[src/verilog/pcs_pkg.sv]
// Package for the pixel channel sequencer: register indices, field
// positions, reset values and mode enumeration.
// Assumes a 32-bit APB with one aligned word per register.
package pcs_pkg;
    // Register indices; byte address is four times the index
    localparam logic [2:0] PCS_IDX_CFG = 3'h0;  // Configuration register
    localparam logic [2:0] PCS_IDX_MUX = 3'h1;  // Multiplexer setup register
    localparam logic [2:0] PCS_IDX_STAT = 3'h2; // Status register
    localparam int PCS_REG_W = 9;               // Width of programmable registers
    // Configuration register fields
    localparam int PCS_CFG_ONE_BYTE = 0;        // Single byte output
    localparam int PCS_CFG_PWR_DN = 2;          // Power-down request
    localparam int PCS_CFG_CLAMP_BIAS = 3;      // Clamp bias select
    localparam int PCS_CFG_CDS = 4;             // Correlated double sampling on
    localparam int PCS_CFG_THREE_CH = 5;        // Three-channel operation
    localparam int PCS_CFG_VREF = 6;            // Internal reference on
    localparam int PCS_CFG_RANGE = 7;           // Input range select
    // Multiplexer setup register fields
    localparam int PCS_MUX_BLUE = 4;            // Blue select
    localparam int PCS_MUX_GREEN = 5;           // Green select
    localparam int PCS_MUX_RED = 6;             // Red select
    localparam int PCS_MUX_RGB = 7;             // Order red-green-blue
    // Values after reset
    localparam logic [8:0] PCS_CFG_RESET = 9'h0f8;
    localparam logic [8:0] PCS_MUX_RESET = 9'h0c0;
    // Converter pipeline depth in converter-clock cycles
    localparam int PCS_LATENCY = 3;
    // Channel codes
    localparam logic [1:0] PCS_CH_RED = 2'h0;
    localparam logic [1:0] PCS_CH_GREEN = 2'h1;
    localparam logic [1:0] PCS_CH_BLUE = 2'h2;
    // Operating modes
    typedef enum logic [2:0] {
        PCS_M3_CDS,
        PCS_M3_SHA,
        PCS_M2_CDS,
        PCS_M2_SHA,
        PCS_M1_CDS,
        PCS_M1_SHA,
        PCS_M_IDLE
    } pcs_mode_e;
endpackage : pcs_pkg

[src/verilog/pcs_edge.sv]
// Edge detector for a group of inputs already synchronous to pclk.
// Assumes the inputs change only after rising pclk edges.
`timescale 1ns/1ps
module pcs_edge #(
    parameter int W = 3
) (
    input wire logic pclk,
    input wire logic presetn,
    input wire logic ce,
    input wire logic [W-1:0] sig,
    output logic [W-1:0] rise,
    output logic [W-1:0] fall
);
    logic [W-1:0] prev_q; // Level seen on the previous enabled edge

    // Remember last level per input
    always_ff @(posedge pclk or negedge presetn) begin
        if (!presetn) begin
            prev_q <= '0;
        end else if (ce) begin
            prev_q <= sig;
        end
    end

    // One-cycle edge flags per bit
    genvar i;
    generate
        for (i = 0; i < W; i++) begin : g_edge
            assign rise[i] = sig[i] & ~prev_q[i];
            assign fall[i] = ~sig[i] & prev_q[i];
        end
    endgenerate
endmodule : pcs_edge

[src/verilog/pcs_pixel_channel_sequencer.sv]
// Pixel channel sequencer: strobe capture, channel multiplexer, converter
// pipeline and byte output, with APB configuration registers.
// Assumes strobes, converter clock and levels are synchronous to pclk.
//
// Notes on behaviour
// - Six modes from channel count and sampling type.
// - Level strobe rise resets multiplexer sequence.
// - Three-channel correlated, RGB order: first rise selects red.
// - Converter samples selected output on falling edge.
// - Multiplexer advances on converter clock rise.
// - All active channels captured at level fall.
// - Correlated: reference and level captured, difference kept.
// - Output appears three converter cycles later.
// - Hold modes capture only at level fall.
// - Clamp disabled in sample-and-hold modes.
// - Two selects with three-channel bit clear: two-channel.
// - Pairs red-green, red-blue, green-blue supported.
// - Order bit chooses forward or reverse pair order.
// - Three-channel order RGB or BGR, restarting each pulse.
// - One-channel keeps multiplexer on selected channel.
// - Config bit D4 selects correlated or hold.
// - Two-byte mode: high after rise, low after fall.
`timescale 1ns/1ps
module pcs_pixel_channel_sequencer
    import pcs_pkg::*;
#(
    parameter int DW = 16
) (
    input wire logic pclk,
    input wire logic presetn,
    input wire logic ce,
    input wire logic psel,
    input wire logic penable,
    input wire logic pwrite,
    input wire logic [7:0] paddr,
    input wire logic [31:0] pwdata,
    output logic [31:0] prdata,
    output logic pready,
    output logic pslverr,
    input wire logic reference_sample_strobe,
    input wire logic level_sample_strobe,
    input wire logic converter_clock,
    input wire logic [DW-1:0] red_level,
    input wire logic [DW-1:0] green_level,
    input wire logic [DW-1:0] blue_level,
    output logic [7:0] sample_byte,
    output logic [1:0] sample_channel,
    output logic clamp_enable,
    output logic power_down
);
    // Programmable registers
    logic [8:0] cfg_q;
    logic [8:0] mux_q;
    logic [31:0] prdata_q;
    // Edge flags: bit0 reference, bit1 level, bit2 converter clock
    logic [2:0] rise;
    logic [2:0] fall;
    // Multiplexer state
    logic pend_q;
    logic [1:0] slot_q;
    logic [1:0] slot_d;
    logic [1:0] sel_q;
    // Channel storage
    logic [DW-1:0] lvl [3];
    logic [DW-1:0] ref_q [3];
    logic [DW-1:0] held_q [3];
    // Converter pipeline and output
    logic [DW-1:0] pipe_q [PCS_LATENCY];
    logic [1:0] pch_q [PCS_LATENCY];
    logic [DW-1:0] out_word_q;
    logic [7:0] byte_q;
    logic [1:0] och_q;
    // Decoded mode
    logic correlated_double_sampling;
    logic three;
    logic rgb;
    logic [2:0] mask;
    logic [1:0] n_act;
    pcs_mode_e mode;
    logic wr_en;
    logic [2:0] idx;
    logic mapped;

    // Count of ones in a channel mask
    function automatic logic [1:0] pcs_count(input logic [2:0] m);
        pcs_count = {1'b0, m[0]} + {1'b0, m[1]} + {1'b0, m[2]};
    endfunction : pcs_count

    // Channel at a given position in the ordered active list
    function automatic logic [1:0] pcs_seq_ch(input logic [1:0] slot, input logic [2:0] m,
                                              input logic order_rgb);
        logic [1:0] cnt;
        logic [1:0] ch;
        pcs_seq_ch = PCS_CH_RED;
        cnt = 2'h0;
        for (int k = 0; k < 3; k++) begin
            ch = order_rgb ? 2'(k) : 2'(2 - k);
            if (m[ch]) begin
                if (cnt == slot) begin
                    pcs_seq_ch = ch;
                end
                cnt = cnt + 2'h1;
            end
        end
    endfunction : pcs_seq_ch

    // Operating mode from channel count and sampling type
    function automatic pcs_mode_e pcs_mode(input logic [1:0] n, input logic c);
        case (n)
            2'h3: pcs_mode = c ? PCS_M3_CDS : PCS_M3_SHA;
            2'h2: pcs_mode = c ? PCS_M2_CDS : PCS_M2_SHA;
            2'h1: pcs_mode = c ? PCS_M1_CDS : PCS_M1_SHA;
            default: pcs_mode = PCS_M_IDLE;
        endcase
    endfunction : pcs_mode

    // Mode decode from the two registers
    assign correlated_double_sampling = cfg_q[PCS_CFG_CDS];
    assign three = cfg_q[PCS_CFG_THREE_CH];
    assign rgb = mux_q[PCS_MUX_RGB];
    // Three-channel bit overrides the selects; else selects pick the set
    assign mask = three ? 3'h7 : {mux_q[PCS_MUX_BLUE], mux_q[PCS_MUX_GREEN],
                                  mux_q[PCS_MUX_RED]};
    assign n_act = pcs_count(mask);
    assign mode = pcs_mode(n_act, correlated_double_sampling);
    assign clamp_enable = correlated_double_sampling;
    assign power_down = cfg_q[PCS_CFG_PWR_DN];

    // Channel levels as an array
    assign lvl[0] = red_level;
    assign lvl[1] = green_level;
    assign lvl[2] = blue_level;

    // Strobe and converter clock edges
    pcs_edge #(
        .W(3)
    ) u_edge (
        .pclk(pclk),
        .presetn(presetn),
        .ce(ce),
        .sig({converter_clock, level_sample_strobe, reference_sample_strobe}),
        .rise(rise),
        .fall(fall)
    );

    // APB decode: zero wait states while enabled
    assign idx = paddr[4:2];
    assign mapped = (paddr[1:0] == 2'h0) && (paddr[7:5] == 3'h0) && (idx <= PCS_IDX_STAT);
    assign pready = ce;
    assign pslverr = psel & penable & ~mapped;
    assign wr_en = psel & penable & pwrite & ce & mapped;
    assign prdata = prdata_q;

    // Register writes; status is read-only
    always_ff @(posedge pclk or negedge presetn) begin
        if (!presetn) begin
            cfg_q <= PCS_CFG_RESET;
            mux_q <= PCS_MUX_RESET;
        end else if (wr_en) begin
            case (idx)
                PCS_IDX_CFG: cfg_q <= pwdata[8:0];
                PCS_IDX_MUX: mux_q <= pwdata[8:0];
                default: ;
            endcase
        end
    end

    // Read data captured in the setup cycle
    always_ff @(posedge pclk or negedge presetn) begin
        if (!presetn) begin
            prdata_q <= 32'h0;
        end else if (ce && psel && !penable) begin
            // Unmapped or misaligned addresses read as zero
            case (mapped ? idx : 3'h7)
                PCS_IDX_CFG: prdata_q <= {23'h0, cfg_q};
                PCS_IDX_MUX: prdata_q <= {23'h0, mux_q};
                PCS_IDX_STAT: prdata_q <= {out_word_q, 6'h0, pend_q, 2'(slot_q),
                                            sel_q, n_act, 3'(mode)};
                default: prdata_q <= 32'h0;
            endcase
        end
    end

    // Reset request from level strobe rise, consumed at next converter rise
    always_ff @(posedge pclk or negedge presetn) begin
        if (!presetn) begin
            pend_q <= 1'b0;
        end else if (ce) begin
            if (rise[1]) begin
                pend_q <= 1'b1;
            end else if (rise[2]) begin
                pend_q <= 1'b0;
            end
        end
    end

    // Next sequence position
    always_comb begin
        if (pend_q || n_act <= 2'h1) begin
            slot_d = 2'h0;
        end else if (slot_q >= n_act - 2'h1) begin
            slot_d = 2'h0;
        end else begin
            slot_d = slot_q + 2'h1;
        end
    end

    // Multiplexer steps on converter clock rise
    always_ff @(posedge pclk or negedge presetn) begin
        if (!presetn) begin
            slot_q <= 2'h0;
            sel_q <= PCS_CH_RED;
        end else if (ce && rise[2]) begin
            slot_q <= slot_d;
            sel_q <= pcs_seq_ch(slot_d, mask, rgb);
        end
    end

    // Per-channel reference and level capture
    genvar c;
    generate
        for (c = 0; c < 3; c++) begin : g_ch
            always_ff @(posedge pclk or negedge presetn) begin
                if (!presetn) begin
                    ref_q[c] <= '0;
                    held_q[c] <= '0;
                end else if (ce && mask[c]) begin
                    // Reference taken only when correlated
                    if (correlated_double_sampling && fall[0]) begin
                        ref_q[c] <= lvl[c];
                    end
                    // Data level on level strobe fall, all active channels at once
                    if (fall[1]) begin
                        held_q[c] <= correlated_double_sampling ? lvl[c] - ref_q[c] : lvl[c];
                    end
                end
            end
        end
    endgenerate

    // Converter samples held value on converter clock fall
    always_ff @(posedge pclk or negedge presetn) begin
        if (!presetn) begin
            for (int i = 0; i < PCS_LATENCY; i++) begin
                pipe_q[i] <= '0;
                pch_q[i] <= PCS_CH_RED;
            end
        end else if (ce && fall[2] && n_act != 2'h0) begin
            pipe_q[0] <= held_q[sel_q];
            pch_q[0] <= sel_q;
            for (int i = 1; i < PCS_LATENCY; i++) begin
                pipe_q[i] <= pipe_q[i-1];
                pch_q[i] <= pch_q[i-1];
            end
        end
    end

    // Result word leaves the pipeline on converter rise
    always_ff @(posedge pclk or negedge presetn) begin
        if (!presetn) begin
            out_word_q <= '0;
            och_q <= PCS_CH_RED;
        end else if (ce && rise[2]) begin
            out_word_q <= pipe_q[PCS_LATENCY-1];
            och_q <= pch_q[PCS_LATENCY-1];
        end
    end

    // Byte output: high byte after rise, low byte after fall in two-byte mode
    always_ff @(posedge pclk or negedge presetn) begin
        if (!presetn) begin
            byte_q <= 8'h0;
        end else if (ce) begin
            if (rise[2]) begin
                byte_q <= pipe_q[PCS_LATENCY-1][DW-1 -: 8];
            end else if (fall[2] && !cfg_q[PCS_CFG_ONE_BYTE]) begin
                byte_q <= out_word_q[7:0];
            end
        end
    end
    assign sample_byte = byte_q;
    assign sample_channel = och_q;
endmodule : pcs_pixel_channel_sequencer

[config.mk]
export PLATFORM = sky130hd
export DESIGN_NAME = pcs_pixel_channel_sequencer
export DESIGN_NICKNAME = d
export VERILOG_FILES = /design/src/verilog/pcs_pkg.sv /design/src/verilog/pcs_edge.sv /design/src/verilog/pcs_pixel_channel_sequencer.sv
export SDC_FILE = /design/constraint.sdc
export NUM_CORES = 1
export LEC_CHECK = 0
export ABC_AREA = 1
export ABC_CLOCK_PERIOD_IN_PS = 6000
export BUFFER_PORTS_ARGS = -buffer_cell sky130_fd_sc_hd__buf_2
export CAP_MARGIN = 5
export CORE_ASPECT_RATIO = 1.2
export CORE_MARGIN = 5
export CORE_UTILIZATION = 64
export DETAILED_ROUTE_END_ITERATION = 6
export PLACE_DENSITY = 0.89
export SKIP_CTS_REPAIR_TIMING = 1
export SLEW_MARGIN = 5
export SYNTH_ARGS = -nofsm -noshare
export SYNTH_HDL_FRONTEND = slang
export SYNTH_SLANG_ARGS = --single-unit
[constraint.sdc]
create_clock -name pclk -period 6 [get_ports pclk]
set_input_delay 0.3 -clock pclk [delete_from_list [all_inputs] [get_ports pclk]]
set_output_delay 0.3 -clock pclk [all_outputs]
set_load 0.05 [all_outputs]
## Yosys cells after proc, flatten, opt, wreduce, memory -nomap -nowiden

Index checks and enable logic that the tools add are counted.

| storage, ports and cells | value |
|---|---|
| input port bits | 97 |
| output and inout bits | 46 |
| register bits | 234 |

| operators by class | value |
|---|---|
| bitwise operators | 17 |
| muxes and demuxes | 35 |
| reductions and logical operators | 33 |
| order comparisons | 6 |
| add/subtract/negate cells | 8 |
| equal/unequal tests | 8 |

Operators by type and width:

| kind | number |
|---|---|
| $pmux 32 s3 | 1 |
| $mux 16 | 5 |
| $sub 16x16->16 | 3 |
| $bmux 16 s2 | 1 |
| $mux 2 | 13 |
| $reduce_and 2->1 | 10 |
| $mux 8 | 2 |
| $logic_and 1x1->1 | 12 |
| $and 1x1->1 | 10 |
| $logic_not 3->1 | 3 |
| $pmux 3 s3 | 1 |
| $mux 1 | 8 |
| $eq 3x1->1 const B | 2 |
| $lt 2x3->1 const B | 2 |
| $mux 3 | 2 |
| $not 1->1 | 6 |
| $reduce_bool 2->1 | 3 |
| $add 2x1->2 const B | 2 |
| $bmux 1 s2 | 2 |
| $eq 2x2->1 | 2 |
| $eq 2x2->1 const B | 2 |
| $logic_not 2->1 | 2 |
| $eq 3x2->1 const B | 1 |
| $ge 3x3->1 const B | 1 |
| other kinds (10) | 11 |

## Longest topological paths before layout

| depth | value |
|---|---|
| word-level depth | 14 |
| gate-level depth with buffers | 15 |
| mapped depth without buffers | 15 |

## By module

From an unflattened synthesis, not the netlist that was laid out.

| second synthesis, totals | value |
|---|---|
| cells, all modules | 1647 |
| area, all modules | 12610.8 sq um |

By module, submodules not included:

| module | instances | seq. area each (sq um) | cells each | area an instance (sq um) |
|---|---|---|---|---|
| pcs_pixel_channel_sequencer | 1 | 5639.2 | 1622 | 12453.2 |
| pcs_edge | 1 | 75.1 | 25 | 157.7 |

## Worst setup path before layout

Ideal clock, no wire load.

| timing | value |
|---|---|
| kind | reg-to-reg |
| from | register mux_q[5] |
| to | register sel_q[0] |
| required time | 5.870 ns |
| clock period less this slack | 2.538 ns |
| cell stages (with the launch flop) | 12 |
| data arrival time | 2.408 ns |
| slack | 3.462 ns |
| path buffers | 0 |
| path through | dfrtp_1 > nor2_1 > inv_1 > fa_1 > ha_1 > ha_1 > o21ai_0 > nand3_1 > xor2_1 > nand3_1 > nand3_1 > o21ai_0 |

| on the way | value |
|---|---|
| word-level cells in the longest chain between the ends | 14 |
| elaborated cells on any way between the ends | 27 |
| classes of those cells | add/sub: 4; order compare: 2; eq/ne: 2; mux: 17; reduce/logical: 2 |

RTL lines:

| item | line | text |
|---|---|---|
| from (decl) | pcs_pixel_channel_sequencer.sv:53 | `logic [8:0] mux_q;` |
| from (signal assigned) | pcs_pixel_channel_sequencer.sv:162 | `PCS_IDX_MUX: mux_q <= pwdata[8:0];` |
| $mux 3 (*) | pcs_pixel_channel_sequencer.sv:122 | `assign mask = three ? 3'h7 : {mux_q[PCS_MUX_BLUE], mux_q[PCS_MUX_GREEN],` |
| $add 1x1->2 | pcs_pixel_channel_sequencer.sv:86 | `pcs_count = {1'b0, m[0]} + {1'b0, m[1]} + {1'b0, m[2]};` |
| $add 2x1->2 | pcs_pixel_channel_sequencer.sv:86 |  |
| $sub 2x1->2 | pcs_pixel_channel_sequencer.sv:201 | `end else if (slot_q >= n_act - 2'h1) begin` |
| $ge 2x2->1 | pcs_pixel_channel_sequencer.sv:201 |  |
| $mux 2 | pcs_pixel_channel_sequencer.sv:201 |  |
| $mux 2 | pcs_pixel_channel_sequencer.sv:199 | `if (pend_q \|\| n_act <= 2'h1) begin` |
| $logic_not 2->1 | pcs_pixel_channel_sequencer.sv:99 | `if (cnt == slot) begin` |
| $mux 2 | pcs_pixel_channel_sequencer.sv:99 |  |
| $mux 2 | pcs_pixel_channel_sequencer.sv:98 | `if (m[ch]) begin` |
| $mux 2 | pcs_pixel_channel_sequencer.sv:99 |  |
| $mux 2 | pcs_pixel_channel_sequencer.sv:98 |  |
| $mux 2 | pcs_pixel_channel_sequencer.sv:99 |  |
| $mux 2 (*) | pcs_pixel_channel_sequencer.sv:98 |  |
| to (signal assigned) | pcs_pixel_channel_sequencer.sv:215 | `sel_q <= pcs_seq_ch(slot_d, mask, rgb);` |
| to (decl) | pcs_pixel_channel_sequencer.sv:62 | `logic [1:0] sel_q;` |

Every way passes the cells marked *; elsewhere a longest branch is shown, timed or not. The select of a mux whose other input is x is not followed.
A chain may end at the register's enable or synchronous reset.

## Final worst setup path

| timing | value |
|---|---|
| from | register mux_q[5] |
| to | register pipe_q[44] (netlist bit) |

| on the way | value |
|---|---|
| word-level cells in the longest chain between the ends | 5 |

RTL lines:

| item | line | text |
|---|---|---|
| $mux 3 | pcs_pixel_channel_sequencer.sv:122 |  |
| $add 1x1->2 | pcs_pixel_channel_sequencer.sv:86 |  |
| $add 2x1->2 | pcs_pixel_channel_sequencer.sv:86 |  |
| $reduce_bool 2->1 | pcs_pixel_channel_sequencer.sv:248 | `end else if (ce && fall[2] && n_act != 2'h0) begin` |
| $logic_and 1x1->1 | pcs_pixel_channel_sequencer.sv:248 |  |
| to (signal, indexed assignment) | pcs_pixel_channel_sequencer.sv:252 | `pipe_q[i] <= pipe_q[i-1];` |
| to (decl) | pcs_pixel_channel_sequencer.sv:68 | `logic [DW-1:0] pipe_q [PCS_LATENCY];` |

No other way between the ends.

==> results.json <==
{
  "io_buffer_count": 113,
  "yosys.area_share.simple_pct": 21.2,
  "netlist_instances": 1599,
  "hold_viol_final": 0,
  "ys_top_cells_by_area": "dfrtp_1 (44%), nand2_1 (14%), inv_1 (6.4%)",
  "critical_path_class": "register to register",
  "htree_levels": 1,
  "diodes": 0,
  "fin_setup_tns_ns": 0,
  "final_common_cell": "nand2_1",
  "cp.arrival_ns": 3.69,
  "synthToLayoutAreaGrowth_pct": 11.7,
  "power_density_nw_per_um2": 261,
  "row_count": 56,
  "slew_headroom_pct": 22.8,
  "coreArea_um2": 19500,
  "crit_family": "buffers and inverters",
  "gp_congestion": 0.955,
  "cp.depth": 11,
  "num-nets-final": 1841,
  "drc_errors": 0,
  "synthAdderAreaFrac_pct": 5.91,
  "cpPeakStageDelay_ns": 0.50,
  "grt_pass1_wl_um": 51100,
  "period_share_pct": 55.4,
  "overflow": 0,
  "skew_ns": 0.0165,
  "slew_viol_final": 0,
  "synth-seq-area-share_pct": 45.4,
  "post-route-min-period_ns": 3.33,
  "status": "finished clean",
  "path_max_fanout": 65,
  "synthMuxAreaShare_pct": 1.14,
  "syn_area_per_cell_um2": 7.87,
  "dp_hpwl_um": 21300,
  "yosysWarningCount": 0,
  "fp.dieH_um": 164,
  "async_flop_share_pct": 100,
  "vias": 11000,
  "synthXorXnorAreaFrac_pct": 1.04,
  "cap_violations": 0,
  "crit_chain": "nor2_1 -> inv_1 -> fa_1 -> inv_1 -> ha_1 -> inv_1 -> nand2_2 -> buf_4 -> inv_2 -> nand3_1 -> o221ai_2",
  "start_util_pct": 64.6,
  "crit_path_start_kind": "register",
  "worst_slew_pin_slew_ns": 1.16,
  "synth_seq_cells": 228,
  "first_iter_violations": 767,
  "r2r_cells": 11,
  "cp_slowest_cell": "fa_1",
  "critPathCaptureType": "register",
  "cp.required_ns": 6.36,
  "clkPwrFrac_pct": 42.4,
  "synth_area_um2": 12600,
  "drive_gt1_share_pct": 12.4,
  "postRouteAntennaNets": 0,
  "die_width_um": 138,
  "cts_tree": "yes",
  "layout_common_cells": "nand2_1 (462), dfrtp_1 (221), inv_1 (215)",
  "grt_use_total_pct": 27.7,
  "io_pins": 143,
  "grt_max_degree": 117,
  "synth_top_family_by_area": "simple AND/OR/NAND/NOR gates",
  "switching_share_pct": 26.3,
  "avgViaCountPerCell": 5.58,
  "rsz0062_at_grt": "false",
  "clk_latency_ns": 0.52,
  "synth_edf_count": 0,
  "synth_top_area_share_pct": 44.0,
  "numCtsBuffers": 24,
  "first_pass_iters": 5,
  "timing.fmax_mhz": 301,
  "wire_per_inst_um": 15.5,
  "antenna_found_initial": 0,
  "worst_path_most_repeated_cell": "inv_1",
  "power_frac_comb_pct": 12.9,
  "yosysTopAreaCell": "dfrtp_1",
  "max-vdd-ir-drop_uv": 236,
  "power.internal_mw": 2.71,
  "grt_pass1_vias": 11000,
  "power_frac_seq_pct": 44.7,
  "whs_path_depth": 3,
  "clkTransAtPathRegs_ns": 0.06,
  "finalSetupViolations": 0,
  "wirelength_um": 30500,
  "p_leak_nw": 7.24,
  "p_switching_mw": 0.964,
  "cts.path.max_buffers": 3,
  "holdCritPathClass": "input port to register",
  "cts.sinks": 228,
  "cp_num_buf_inv": 5,
  "die_area_um2": 22600,
  "synth_cell_types": 49,
  "hold_ws_ns": 0.0226,
  "synth-compound-area-share_pct": 15.9,
  "root_buffer": "clkbuf_16",
  "synth_flop_cell": "dfrtp_1"
}
cells in the mapped netlist, drive strengths merged, types with 2 or more instances:
cell type / number
nand2: 466
dfrtp: 221
o21ai: 150
o21a: 3
o211a: 2
nor2: 87
a21o: 4
a31oi: 8
nand4: 4
nand3b: 2
dfstp: 7
buf: 41
a21oi: 121
o22ai: 10
a22oi: 6
o21bai: 4
nor3: 10
mux2: 3
fa: 4
clkbuf: 21
o31ai: 17
xor2: 9
mux2i: 11
and3: 4
ha: 53
xnor2: 6
o221ai: 12
inv: 225
nand3: 82
o211ai: 2
final cells by class:
type	instances	area, µm²
repair buffers	119	623
clock inverters	6	113
flip-flops and latches	228	5710
fillers	1513	5420
clock buffers	38	724
inverters	225	845
well taps	261	327
multi-input cells	1089	5710
path summary, 6_finish.rpt:
kind                                              from  slack, ns                      to
worst max-delay path              mux_q[5]$_DFFE_PN0P_       2.67  pipe_q[44]$_DFFE_PN0P_
worst min-delay path                         pwdata[3]       0.02    cfg_q[3]$_DFFE_PN1P_
worst max register to register    mux_q[5]$_DFFE_PN0P_       2.67  pipe_q[44]$_DFFE_PN0P_
worst min register to register  pipe_q[31]$_DFFE_PN0P_       0.46  pipe_q[15]$_DFFE_PN0P_
max in group asynchronous                      presetn       4.17    cfg_q[8]$_DFFE_PN0P_
min in group asynchronous                      presetn       0.41   prdata[3]$_DFFE_PN0P_
worst min-delay path, delay by kind of cell:
family	cells	cell delay [ns]
compound gates	1	0.07
buf+inv	2	0.16
kinds of logic (layout without fill, tap and decap cells):
group / count (synthesis) / after routing
compound gates: 341 / 341
xor+xnor: 15 / 15
fa+ha+maj: 57 / 57
buf+inv: 287 / 388
flops: 228 / 228
mux: 14 / 14
other cells: 1 / 6
simple gates: 656 / 656
routing by layer:
layer	part of all wire (%)	GRT usage [%]	routed length, µm	vias to the layer above
li1	-	-	-	5345
met1	41	35.4	12700	5182
met2	49	47.3	14900	351
met3	5.1	2.87	1550	97
met4	4.6	13.1	1400	0
met5	0	0	0	-
power groups by stage:
| stage | Sequential (mW) | Clock [mW] | Combinational [mW] |
|---|---|---|---|
| floorplan | 1.70 | 0 | 0.278 |
| global placement | 1.66 | 0 | 0.451 |
| detailed placement | 1.67 | 0 | 0.467 |
| CTS | 1.64 | 1.57 | 0.472 |
| global route | 1.65 | 1.64 | 0.533 |
| finish | 1.64 | 1.56 | 0.474 |
per-stage QoR:
step	utilization (%)	area (µm²)	setup slack, ns	std cells	power [mW]
floorplan	-	12600	3.46	1604	1.98
global placement	67.8	13200	2.84	1921	2.12
detailed placement	67.8	13200	2.78	1921	2.13
CTS	72.1	14000	2.74	1965	3.69
global route	72.2	14100	2.43	1966	3.82
finish	72.2	14100	2.67	1966	3.67
state kept, by name, indices dropped and copies added (netlist names), 2 cells and up:
| register | flops |
|---|---|
| mux_q | 9 |
| cfg_q | 9 |
| out_word_q | 16 |
| prdata | 26 |
| sample_channel | 2 |
| ref_q | 48 |
| sel_q | 2 |
| sample_byte | 8 |
| pch_q | 6 |
| u_edge.prev_q | 3 |
| pipe_q | 48 |
| slot_q | 2 |
| held_q | 48 |
Power figures use the tool's default switching activity.
